$ cat config.mk
export PLATFORM = sky130hd
export DESIGN_NAME = upc_cmd_handler
export DESIGN_NICKNAME = d
export VERILOG_FILES = /design/src/design/upc_resp_tx.v /design/src/design/upc_cmd_handler.v
export VERILOG_INCLUDE_DIRS = /design/src /design/src/design
export SDC_FILE = /design/constraint.sdc
export NUM_CORES = 1
export LEC_CHECK = 0
export BUFFER_PORTS_ARGS = -buffer_cell sky130_fd_sc_hd__clkbuf_2
export CORE_ASPECT_RATIO = 1.1
export CORE_MARGIN = 1
export CORE_UTILIZATION = 25
export CTS_BUF_LIST = sky130_fd_sc_hd__clkbuf_2
export CTS_CLUSTER_SIZE = 20
export DETAILED_ROUTE_END_ITERATION = 10
export PLACE_DENSITY = 0.41
export SYNTH_ARGS = -nofsm -noshare
export SYNTH_HDL_FRONTEND = slang
export SYNTH_SLANG_ARGS = --single-unit
$ cat constraint.sdc
create_clock -name sys_clk -period 5.27 [get_ports sys_clk]
set_input_delay 1.3175 -clock sys_clk [delete_from_list [all_inputs] [get_ports sys_clk]]
set_output_delay 1.3175 -clock sys_clk [all_outputs]
set_load 0.005 [all_outputs]
$ cat src/design/upc_map.vh
`ifndef UPC_MAP_VH
`define UPC_MAP_VH
// Opcodes received on the command endpoint.
`define UPC_OP_RD_VER     8'h00
`define UPC_OP_RD_DM      8'h20
`define UPC_OP_WR_DM      8'h22
`define UPC_OP_RD_IE      8'h30
`define UPC_OP_WR_IE      8'h32
`define UPC_OP_RD_GS      8'h34
`define UPC_OP_WR_GS      8'h36
`define UPC_OP_RD_IC      8'h38
`define UPC_OP_WR_IC      8'h3A
`define UPC_OP_SET_DM     8'h40
// Response code is the opcode plus this step.
`define UPC_RSP_STEP      8'h01
// Response lengths in bytes, checksum included.
`define UPC_LEN_VER       8'h05
`define UPC_LEN_ONE       8'h05
`define UPC_LEN_TWO       8'h06
`define UPC_LEN_THREE     8'h07
`define UPC_LEN_ERR       8'h04
// Error codes.
`define UPC_ERR_NONE      8'h00
`define UPC_ERR_OPCODE    8'h01
`define UPC_ERR_PORT      8'h02
`define UPC_ERR_MODE      8'h03
// Valid port numbers.
`define UPC_PORT_A        8'h00
`define UPC_PORT_B        8'h02
`define UPC_PORT_C        8'h03
`define UPC_PORT_D        8'h04
// Drive modes.
`define UPC_DM_RESET      3'h7
`define UPC_DM_MAX        8'h07
`define UPC_DM_INPUT      3'h2
// Byte positions inside a packet.
`define UPC_POS_OPCODE    3'h0
`define UPC_POS_PORT      3'h1
`define UPC_POS_DATA0     3'h2
`define UPC_POS_DATA1     3'h3
`define UPC_POS_DATA2     3'h4
`define UPC_CMD_BYTES     5
`endif

$ cat src/design/upc_resp_tx.v
`timescale 1ns/1ps
`include "upc_map.vh"
// Streams a response of up to six bytes and appends the modulo-256 checksum.
module upc_resp_tx (
    input  wire        sys_clk,
    input  wire        rst,
    input  wire        load,
    input  wire [47:0] bytes_in,
    input  wire [2:0]  count_in,
    output reg  [7:0]  tdata_r,
    output reg         tvalid_r,
    output reg         tlast_r,
    input  wire        tready,
    output reg         busy_r
);
    reg [47:0] shift_r;
    reg [2:0]  left_r;
    reg [7:0]  sum_r;
    reg        sum_sent_r;

    // Byte zero sits in the low bits; the checksum follows the last data byte.
    always @(posedge sys_clk) begin
        if (rst) begin
            shift_r    <= 48'h0;
            left_r     <= 3'h0;
            sum_r      <= 8'h00;
            sum_sent_r <= 1'b0;
            tdata_r    <= 8'h00;
            tvalid_r   <= 1'b0;
            tlast_r    <= 1'b0;
            busy_r     <= 1'b0;
        end else if (load && !busy_r) begin
            shift_r    <= bytes_in;
            left_r     <= count_in;
            sum_r      <= 8'h00;
            sum_sent_r <= 1'b0;
            busy_r     <= 1'b1;
        end else if (busy_r && (!tvalid_r || tready)) begin
            if (tvalid_r && tlast_r) begin
                // The checksum byte has just been accepted.
                tvalid_r <= 1'b0;
                tlast_r  <= 1'b0;
                busy_r   <= 1'b0;
            end else if (left_r != 3'h0) begin
                tdata_r  <= shift_r[7:0];
                tvalid_r <= 1'b1;
                tlast_r  <= 1'b0;
                sum_r    <= sum_r + shift_r[7:0];
                shift_r  <= {8'h00, shift_r[47:8]};
                left_r   <= left_r - 3'h1;
            end else if (!sum_sent_r) begin
                tdata_r    <= sum_r;
                tvalid_r   <= 1'b1;
                tlast_r    <= 1'b1;
                sum_sent_r <= 1'b1;
            end else begin
                tvalid_r <= 1'b0;
            end
        end
    end
endmodule // upc_resp_tx

$ cat src/design/upc_cmd_handler.v
`timescale 1ns/1ps
`include "upc_map.vh"
module upc_cmd_handler #(
    parameter [7:0] FW_VERSION = 8'h01 // Arbitrary version value.
) (
    input  wire        sys_clk,
    input  wire        rst,
    input  wire [7:0]  ep2_tdata,
    input  wire        ep2_tvalid,
    input  wire        ep2_tlast,
    output reg         ep2_tready_r,
    output wire [7:0]  ep1_tdata,
    output wire        ep1_tvalid,
    output wire        ep1_tlast,
    input  wire        ep1_tready,
    output reg  [31:0] drive_plane_two_r,
    output reg  [31:0] drive_plane_one_r,
    output reg  [31:0] drive_plane_zero_r,
    output reg  [31:0] port_irq_enable_r,
    output reg  [31:0] port_global_select_r,
    output reg  [31:0] irq_control_plane_one_r,
    output reg  [31:0] irq_control_plane_zero_r,
    output reg  [31:0] port_is_input_r
);
    localparam [1:0] ST_RECV = 2'h0;
    localparam [1:0] ST_EXEC = 2'h1;
    localparam [1:0] ST_SEND = 2'h2;
    localparam [1:0] ST_WAIT = 2'h3;
    // Reset drive mode, split into its three plane bits below.
    localparam [2:0] DM_RST  = `UPC_DM_RESET;

    reg [1:0]  state_r;
    reg [7:0]  cmd_r [0:`UPC_CMD_BYTES-1];
    reg [2:0]  pos_r;
    reg [7:0]  err_r;
    reg [47:0] rsp_bytes_r;
    reg [2:0]  rsp_count_r;
    reg        tx_load_r;
    wire       tx_busy;
    integer    i;
    integer    j;

    // Maps a port number onto a lane 0..3, or 7 when the number is invalid.
    function [2:0] port_lane;
        input [7:0] num;
        begin
            case (num)
                `UPC_PORT_A: port_lane = 3'h0;
                `UPC_PORT_B: port_lane = 3'h1;
                `UPC_PORT_C: port_lane = 3'h2;
                `UPC_PORT_D: port_lane = 3'h3;
                default:     port_lane = 3'h7;
            endcase
        end
    endfunction

    // Reads one byte lane of a 32-bit plane bank.
    function [7:0] lane_byte;
        input [31:0] bank;
        input [1:0]  lane;
        begin
            lane_byte = bank[lane*8 +: 8];
        end
    endfunction

    wire [7:0] op       = cmd_r[`UPC_POS_OPCODE];
    wire [2:0] lane_raw = port_lane(cmd_r[`UPC_POS_PORT]);
    wire [1:0] lane     = lane_raw[1:0];
    wire       port_ok  = (lane_raw != 3'h7);
    wire [7:0] rsp_code = op + `UPC_RSP_STEP;
    wire [7:0] mode_p2  = {8{cmd_r[`UPC_POS_DATA0][2]}};
    wire [7:0] mode_p1  = {8{cmd_r[`UPC_POS_DATA0][1]}};
    wire [7:0] mode_p0  = {8{cmd_r[`UPC_POS_DATA0][0]}};

    // Error classification, evaluated from the captured command.
    reg [7:0] err_nxt;
    always @* begin
        err_nxt = `UPC_ERR_NONE;
        case (op)
            `UPC_OP_RD_VER: err_nxt = `UPC_ERR_NONE;
            `UPC_OP_RD_DM, `UPC_OP_WR_DM, `UPC_OP_RD_IE, `UPC_OP_WR_IE,
            `UPC_OP_RD_GS, `UPC_OP_WR_GS, `UPC_OP_RD_IC, `UPC_OP_WR_IC: begin
                if (!port_ok)
                    err_nxt = `UPC_ERR_PORT;
            end
            `UPC_OP_SET_DM: begin
                if (!port_ok)
                    err_nxt = `UPC_ERR_PORT;
                else if (cmd_r[`UPC_POS_DATA0] > `UPC_DM_MAX)
                    err_nxt = `UPC_ERR_MODE;
            end
            default: err_nxt = `UPC_ERR_OPCODE;
        endcase
    end

    // Command capture, register writes and response assembly.
    always @(posedge sys_clk) begin
        if (rst) begin
            state_r      <= ST_RECV;
            pos_r        <= 3'h0;
            err_r        <= `UPC_ERR_NONE;
            rsp_bytes_r  <= 48'h0;
            rsp_count_r  <= 3'h0;
            tx_load_r    <= 1'b0;
            ep2_tready_r <= 1'b0;
            for (i = 0; i < `UPC_CMD_BYTES; i = i + 1)
                cmd_r[i] <= 8'h00;
            drive_plane_two_r        <= {32{DM_RST[2]}};
            drive_plane_one_r        <= {32{DM_RST[1]}};
            drive_plane_zero_r       <= {32{DM_RST[0]}};
            port_irq_enable_r        <= 32'h0;
            port_global_select_r     <= 32'h0;
            irq_control_plane_one_r  <= 32'h0;
            irq_control_plane_zero_r <= 32'h0;
        end else begin
            tx_load_r <= 1'b0;
            case (state_r)
                ST_RECV: begin
                    ep2_tready_r <= 1'b1;
                    if (ep2_tvalid && ep2_tready_r) begin
                        if (pos_r < `UPC_CMD_BYTES)
                            cmd_r[pos_r] <= ep2_tdata;
                        if (pos_r != 3'h7)
                            pos_r <= pos_r + 3'h1;
                        if (ep2_tlast) begin
                            ep2_tready_r <= 1'b0;
                            state_r      <= ST_EXEC;
                        end
                    end
                end
                ST_EXEC: begin
                    err_r   <= err_nxt;
                    pos_r   <= 3'h0;
                    state_r <= ST_SEND;
                    if (err_nxt == `UPC_ERR_NONE) begin
                        case (op)
                            `UPC_OP_WR_DM: begin
                                drive_plane_two_r[lane*8 +: 8]  <= cmd_r[`UPC_POS_DATA0];
                                drive_plane_one_r[lane*8 +: 8]  <= cmd_r[`UPC_POS_DATA1];
                                drive_plane_zero_r[lane*8 +: 8] <= cmd_r[`UPC_POS_DATA2];
                            end
                            `UPC_OP_WR_IE:
                                port_irq_enable_r[lane*8 +: 8] <= cmd_r[`UPC_POS_DATA0];
                            `UPC_OP_WR_GS:
                                port_global_select_r[lane*8 +: 8] <= cmd_r[`UPC_POS_DATA0];
                            `UPC_OP_WR_IC: begin
                                irq_control_plane_one_r[lane*8 +: 8]  <= cmd_r[`UPC_POS_DATA0];
                                irq_control_plane_zero_r[lane*8 +: 8] <= cmd_r[`UPC_POS_DATA1];
                            end
                            `UPC_OP_SET_DM: begin
                                drive_plane_two_r[lane*8 +: 8]  <= mode_p2;
                                drive_plane_one_r[lane*8 +: 8]  <= mode_p1;
                                drive_plane_zero_r[lane*8 +: 8] <= mode_p0;
                            end
                            default: ;
                        endcase
                    end
                end
                ST_SEND: begin
                    rsp_bytes_r[7:0]   <= rsp_code;
                    rsp_bytes_r[23:16] <= err_r;
                    rsp_bytes_r[47:24] <= 24'h0;
                    if (err_r != `UPC_ERR_NONE) begin
                        // Errors return only the header; checksum still follows.
                        rsp_bytes_r[15:8] <= `UPC_LEN_ERR;
                        rsp_count_r       <= 3'h3;
                    end else begin
                        case (op)
                            `UPC_OP_RD_VER: begin
                                rsp_bytes_r[15:8]  <= `UPC_LEN_VER;
                                rsp_bytes_r[31:24] <= FW_VERSION;
                                rsp_count_r        <= 3'h4;
                            end
                            `UPC_OP_RD_DM, `UPC_OP_WR_DM, `UPC_OP_SET_DM: begin
                                rsp_bytes_r[15:8]  <= `UPC_LEN_THREE;
                                rsp_bytes_r[31:24] <= lane_byte(drive_plane_two_r, lane);
                                rsp_bytes_r[39:32] <= lane_byte(drive_plane_one_r, lane);
                                rsp_bytes_r[47:40] <= lane_byte(drive_plane_zero_r, lane);
                                rsp_count_r        <= 3'h6;
                            end
                            `UPC_OP_RD_IE, `UPC_OP_WR_IE: begin
                                rsp_bytes_r[15:8]  <= `UPC_LEN_ONE;
                                rsp_bytes_r[31:24] <= lane_byte(port_irq_enable_r, lane);
                                rsp_count_r        <= 3'h4;
                            end
                            `UPC_OP_RD_GS, `UPC_OP_WR_GS: begin
                                rsp_bytes_r[15:8]  <= `UPC_LEN_ONE;
                                rsp_bytes_r[31:24] <= lane_byte(port_global_select_r, lane);
                                rsp_count_r        <= 3'h4;
                            end
                            default: begin
                                rsp_bytes_r[15:8]  <= `UPC_LEN_TWO;
                                rsp_bytes_r[31:24] <= lane_byte(irq_control_plane_one_r, lane);
                                rsp_bytes_r[39:32] <= lane_byte(irq_control_plane_zero_r, lane);
                                rsp_count_r        <= 3'h5;
                            end
                        endcase
                    end
                    tx_load_r <= 1'b1;
                    state_r   <= ST_WAIT;
                end
                ST_WAIT: begin
                    if (!tx_load_r && !tx_busy)
                        state_r <= ST_RECV;
                end
                default: state_r <= ST_RECV;
            endcase
        end
    end

    always @(posedge sys_clk) begin
        if (rst) begin
            port_is_input_r <= 32'h0;
        end else begin
            for (j = 0; j < 32; j = j + 1)
                port_is_input_r[j] <= ({drive_plane_two_r[j], drive_plane_one_r[j],
                                        drive_plane_zero_r[j]} == `UPC_DM_INPUT);
        end
    end

    // Response streamer on the reply endpoint.
    upc_resp_tx u_tx (
        .sys_clk  (sys_clk),
        .rst      (rst),
        .load     (tx_load_r),
        .bytes_in (rsp_bytes_r),
        .count_in (rsp_count_r),
        .tdata_r  (ep1_tdata),
        .tvalid_r (ep1_tvalid),
        .tlast_r  (ep1_tlast),
        .tready   (ep1_tready),
        .busy_r   (tx_busy)
    );
endmodule // upc_cmd_handler

==> flow_metrics.env <==
export IMPL_synthesis_area_sq_mm=0.0182
export IMPL_p_comb_share_pct=10.6
export IMPL_postCtsSetupRepairBufs=0
export IMPL_worst_ep_arrival_time_ps=5100
export IMPL_h_tree_depth=3
export IMPL_intPower_mw=4.44
export IMPL_clk_path_buf_depth=3
export IMPL_vias=17300
export IMPL_multi_input_area_sq_mm=0.00879
export IMPL_synth_common_cells="376 x dfxtp_1, 338 x nand2_1, 194 x nor2_1"
export IMPL_synth_top_area_cell="dfxtp_1"
export IMPL_clk_latency_ps=1190
export IMPL_critPathRequiredTime_ps=6380
export IMPL_drtAntennaViolNets=0
export IMPL_synth_edf_count=40
export IMPL_p_leak_nw=8.34
export IMPL_dr_first_iter_drc_count=1535
export IMPL_final_setup_tns_ps=0
export IMPL_switching_share_pct=31.7
export IMPL_finalHoldViolCount=0
export IMPL_worst_pin_slew_ps=1400
export IMPL_grt_first_pass_wirelength_um=121000
export IMPL_grt_max_degree=102
export IMPL_ys_warn_count=0
export IMPL_hold_class="flop to flop"
export IMPL_syn_to_final_growth_pct=18.5
export IMPL_critical_path_class="flop to flop"
export IMPL_slew_headroom_pct=6.20
export IMPL_p_switching_mw=2.05
export IMPL_postSynthCellCount=2001
export IMPL_ys_seq_area_share_pct=48.0
export IMPL_ctsHoldBuffers=0
export IMPL_via_per_inst=5.22
export IMPL_hold_slack_ps=449
export IMPL_seq_power_share_pct=52.1
export IMPL_cts_root_buffer="clkbuf_2"
export IMPL_worst_clock_skew_ps=105
export IMPL_die_w_um=259
export IMPL_drcViolationCount=0
export IMPL_rows=103
export IMPL_async_reset_ff_share_pct=0
export IMPL_min_period_over_period_pct=75.7
export IMPL_fin_util_pct=30.0
export IMPL_grt_ovfl_total=0
export IMPL_synth_top_area_share_pct=41.4
export IMPL_ys_flop_type="dfxtp_1"
export IMPL_cts_tree="done"
export IMPL_cts_made_buffers=115
export IMPL_rsz0062_at_grt="no"
export IMPL_post_synth_top_count_cell="dfxtp_1"
export IMPL_gp_congestion=0.867
export IMPL_start_util_pct=25.3
export IMPL_final_net_count=2315
export IMPL_cts_sinks=416
export IMPL_portBuffers=279
export IMPL_synth_cell_types=75
export IMPL_post_dp_hpwl_um=62200
export IMPL_min_period_ps=3990
export IMPL_syn_nets=2038
export IMPL_wl_per_cell_um=25.7
export IMPL_seq_area_sq_mm=0.00873
export IMPL_core_area_sq_mm=0.0718
export IMPL_drive_above_1_share_pct=23.7
export IMPL_ys_seq_elements=416
export IMPL_crit_fanout=31
export IMPL_fmax_ghz=0.251
export IMPL_setup_violations_final=0
export IMPL_firstDrtPassIters=9
export IMPL_cts_resized=0
export IMPL_syn_area_per_cell_sq_um=9.08
export IMPL_ir_drop_mv=0.140
export IMPL_crit_path_end_kind="flop"
export IMPL_wl_um=85400
export IMPL_status="finished, final reports clean"
export IMPL_dieArea_sq_mm=0.0738
export IMPL_p_per_area_mw_per_mm2=302
export IMPL_clk_pin_slew_worst_paths_ps=100
export IMPL_fillers=7697
export IMPL_antenna_found_initial=2
export IMPL_startpoint_type="flop"
export IMPL_grt_pass1_vias=16700
export IMPL_max_cap_violations=0
export IMPL_slew_violations=0
export IMPL_die_h_um=285
export IMPL_track_usage_pct=22.5
export IMPL_ios=280
export IMPL_clock_power_share_pct=37.3
export IMPL_synth_area_leaders="dfxtp_1 41%, nand2_1 7.0%, edfxtp_1 6.6%, a21oi_1 4.3%, nor2_1 4.0%"
==> metrics by stage <==
step | setup slack (ps) | total power [mW] | cell area, sq um | std cells
after floorplan | 1540 | 3.86 | 18200 | 2001
after global placement | 1380 | 4.14 | 20500 | 3105
after detailed placement | 1290 | 4.14 | 20500 | 3105
after CTS | 1290 | 6.59 | 21500 | 3311
after global routing | 1040 | 6.83 | 21500 | 3314
final | 1280 | 6.49 | 21500 | 3316
==> final timing paths <==
path / start / end / slack (ps) / cells after the start
setup reg to reg: cmd_r[1][3]$_SDFFCE_PN0P_ / drive_plane_zero_r[12]$_SDFFE_PP1P_ / 1280 / 10
hold reg to reg: u_tx.shift_r[27]$_SDFFE_PP0P_ / u_tx.shift_r[19]$_SDFFE_PP0P_ / 450 / 2
hold / removal: u_tx.shift_r[27]$_SDFFE_PP0P_ / u_tx.shift_r[19]$_SDFFE_PP0P_ / 450 / 2
setup / recovery: cmd_r[1][3]$_SDFFCE_PN0P_ / drive_plane_zero_r[12]$_SDFFE_PP1P_ / 1280 / 10
==> area by class of cell <==
type                       count  share of cell area [%]
antenna                        4                  0.0465
clock buffer                 167                    3.88
clock inverter                39                    1.00
inverter                      15                   0.262
multi-input combinational   1410                    40.8
sequential                   416                    40.5
tap                          945                    5.49
timing repair buffer         320                    7.96
==> power groups by stage <==
stage | Clock [mW] | Combinational, mW | Sequential (mW)
after detailed placement | 0 | 0.688 | 3.45
final | 2.42 | 0.687 | 3.38
after global routing | 2.69 | 0.746 | 3.39
after CTS | 2.51 | 0.692 | 3.38
after floorplan | 0 | 0.454 | 3.40
after global placement | 0 | 0.684 | 3.45
==> cells by family after synthesis <==
kind of cell,Yosys count,share of synthesized area [%]
multiplexers,88,6.09
XOR/XNOR,14,0.675
AO/OA/AOI/OAI,470,18.3
adder cells (fa/ha/maj),24,1.69
flip-flops,416,48.0
AND/OR/NAND/NOR,814,21.2
buffers and inverters,175,4.06
==> sequential cells by signal, indices dropped and copies added, names as in the netlist, 8 cells and up, named ones only <==
signal / cells
port_is_input_r: 32
rsp_bytes_r: 37
port_global_select_r: 32
drive_plane_one_r: 32
port_irq_enable_r: 32
irq_control_plane_zero_r: 32
irq_control_plane_one_r: 32
u_tx.shift_r: 48
u_tx.sum_r: 8
drive_plane_zero_r: 32
u_tx.tdata_r: 8
cmd_r: 40
drive_plane_two_r: 28
==> routing by layer <==
metal / GRT usage (%) / routed length, um / share of wire (%)
met4: 8.93 / 3030 / 3.5
met3: 3.89 / 4810 / 5.6
met5: 0 / 0 / 0
met2: 38.1 / 41900 / 49
met1: 28.2 / 35700 / 42
==> cells in the final DEF, fill, tap and decap left out, drive strengths merged, types with 5 or more instances in the layout <==
cell,n
a211oi,54
a311oi,35
nand3,76
and2,56
clkbuf,447
a222oi,28
nand4,17
buf,40
and3,39
o21ai,49
nand2,339
inv,18
edfxtp,40
nor3,20
o211ai,24
a31o,8
a22o,8
nor2,200
a211o,8
xor2,7
a21oi,168
mux4,18
dfxtp,376
clkinv,32
a32oi,6
nor4b,32
a22oi,21
xnor2,7
nor2b,7
o311ai,28
nand2b,5
mux2i,70
ha,23
a21o,7
==> worst max-delay path: stages (launching register included) <==
cell and delay (ps):
edfxtp_1 390, or4_4 560, or4_4 520, buf_4 290, ha_1 460, nand2b_1 200
nor3_2 520, nand2_1 220, nor2_1 530, a211oi_1 110, o21ai_1 150
(Power assumes the default switching activity.)
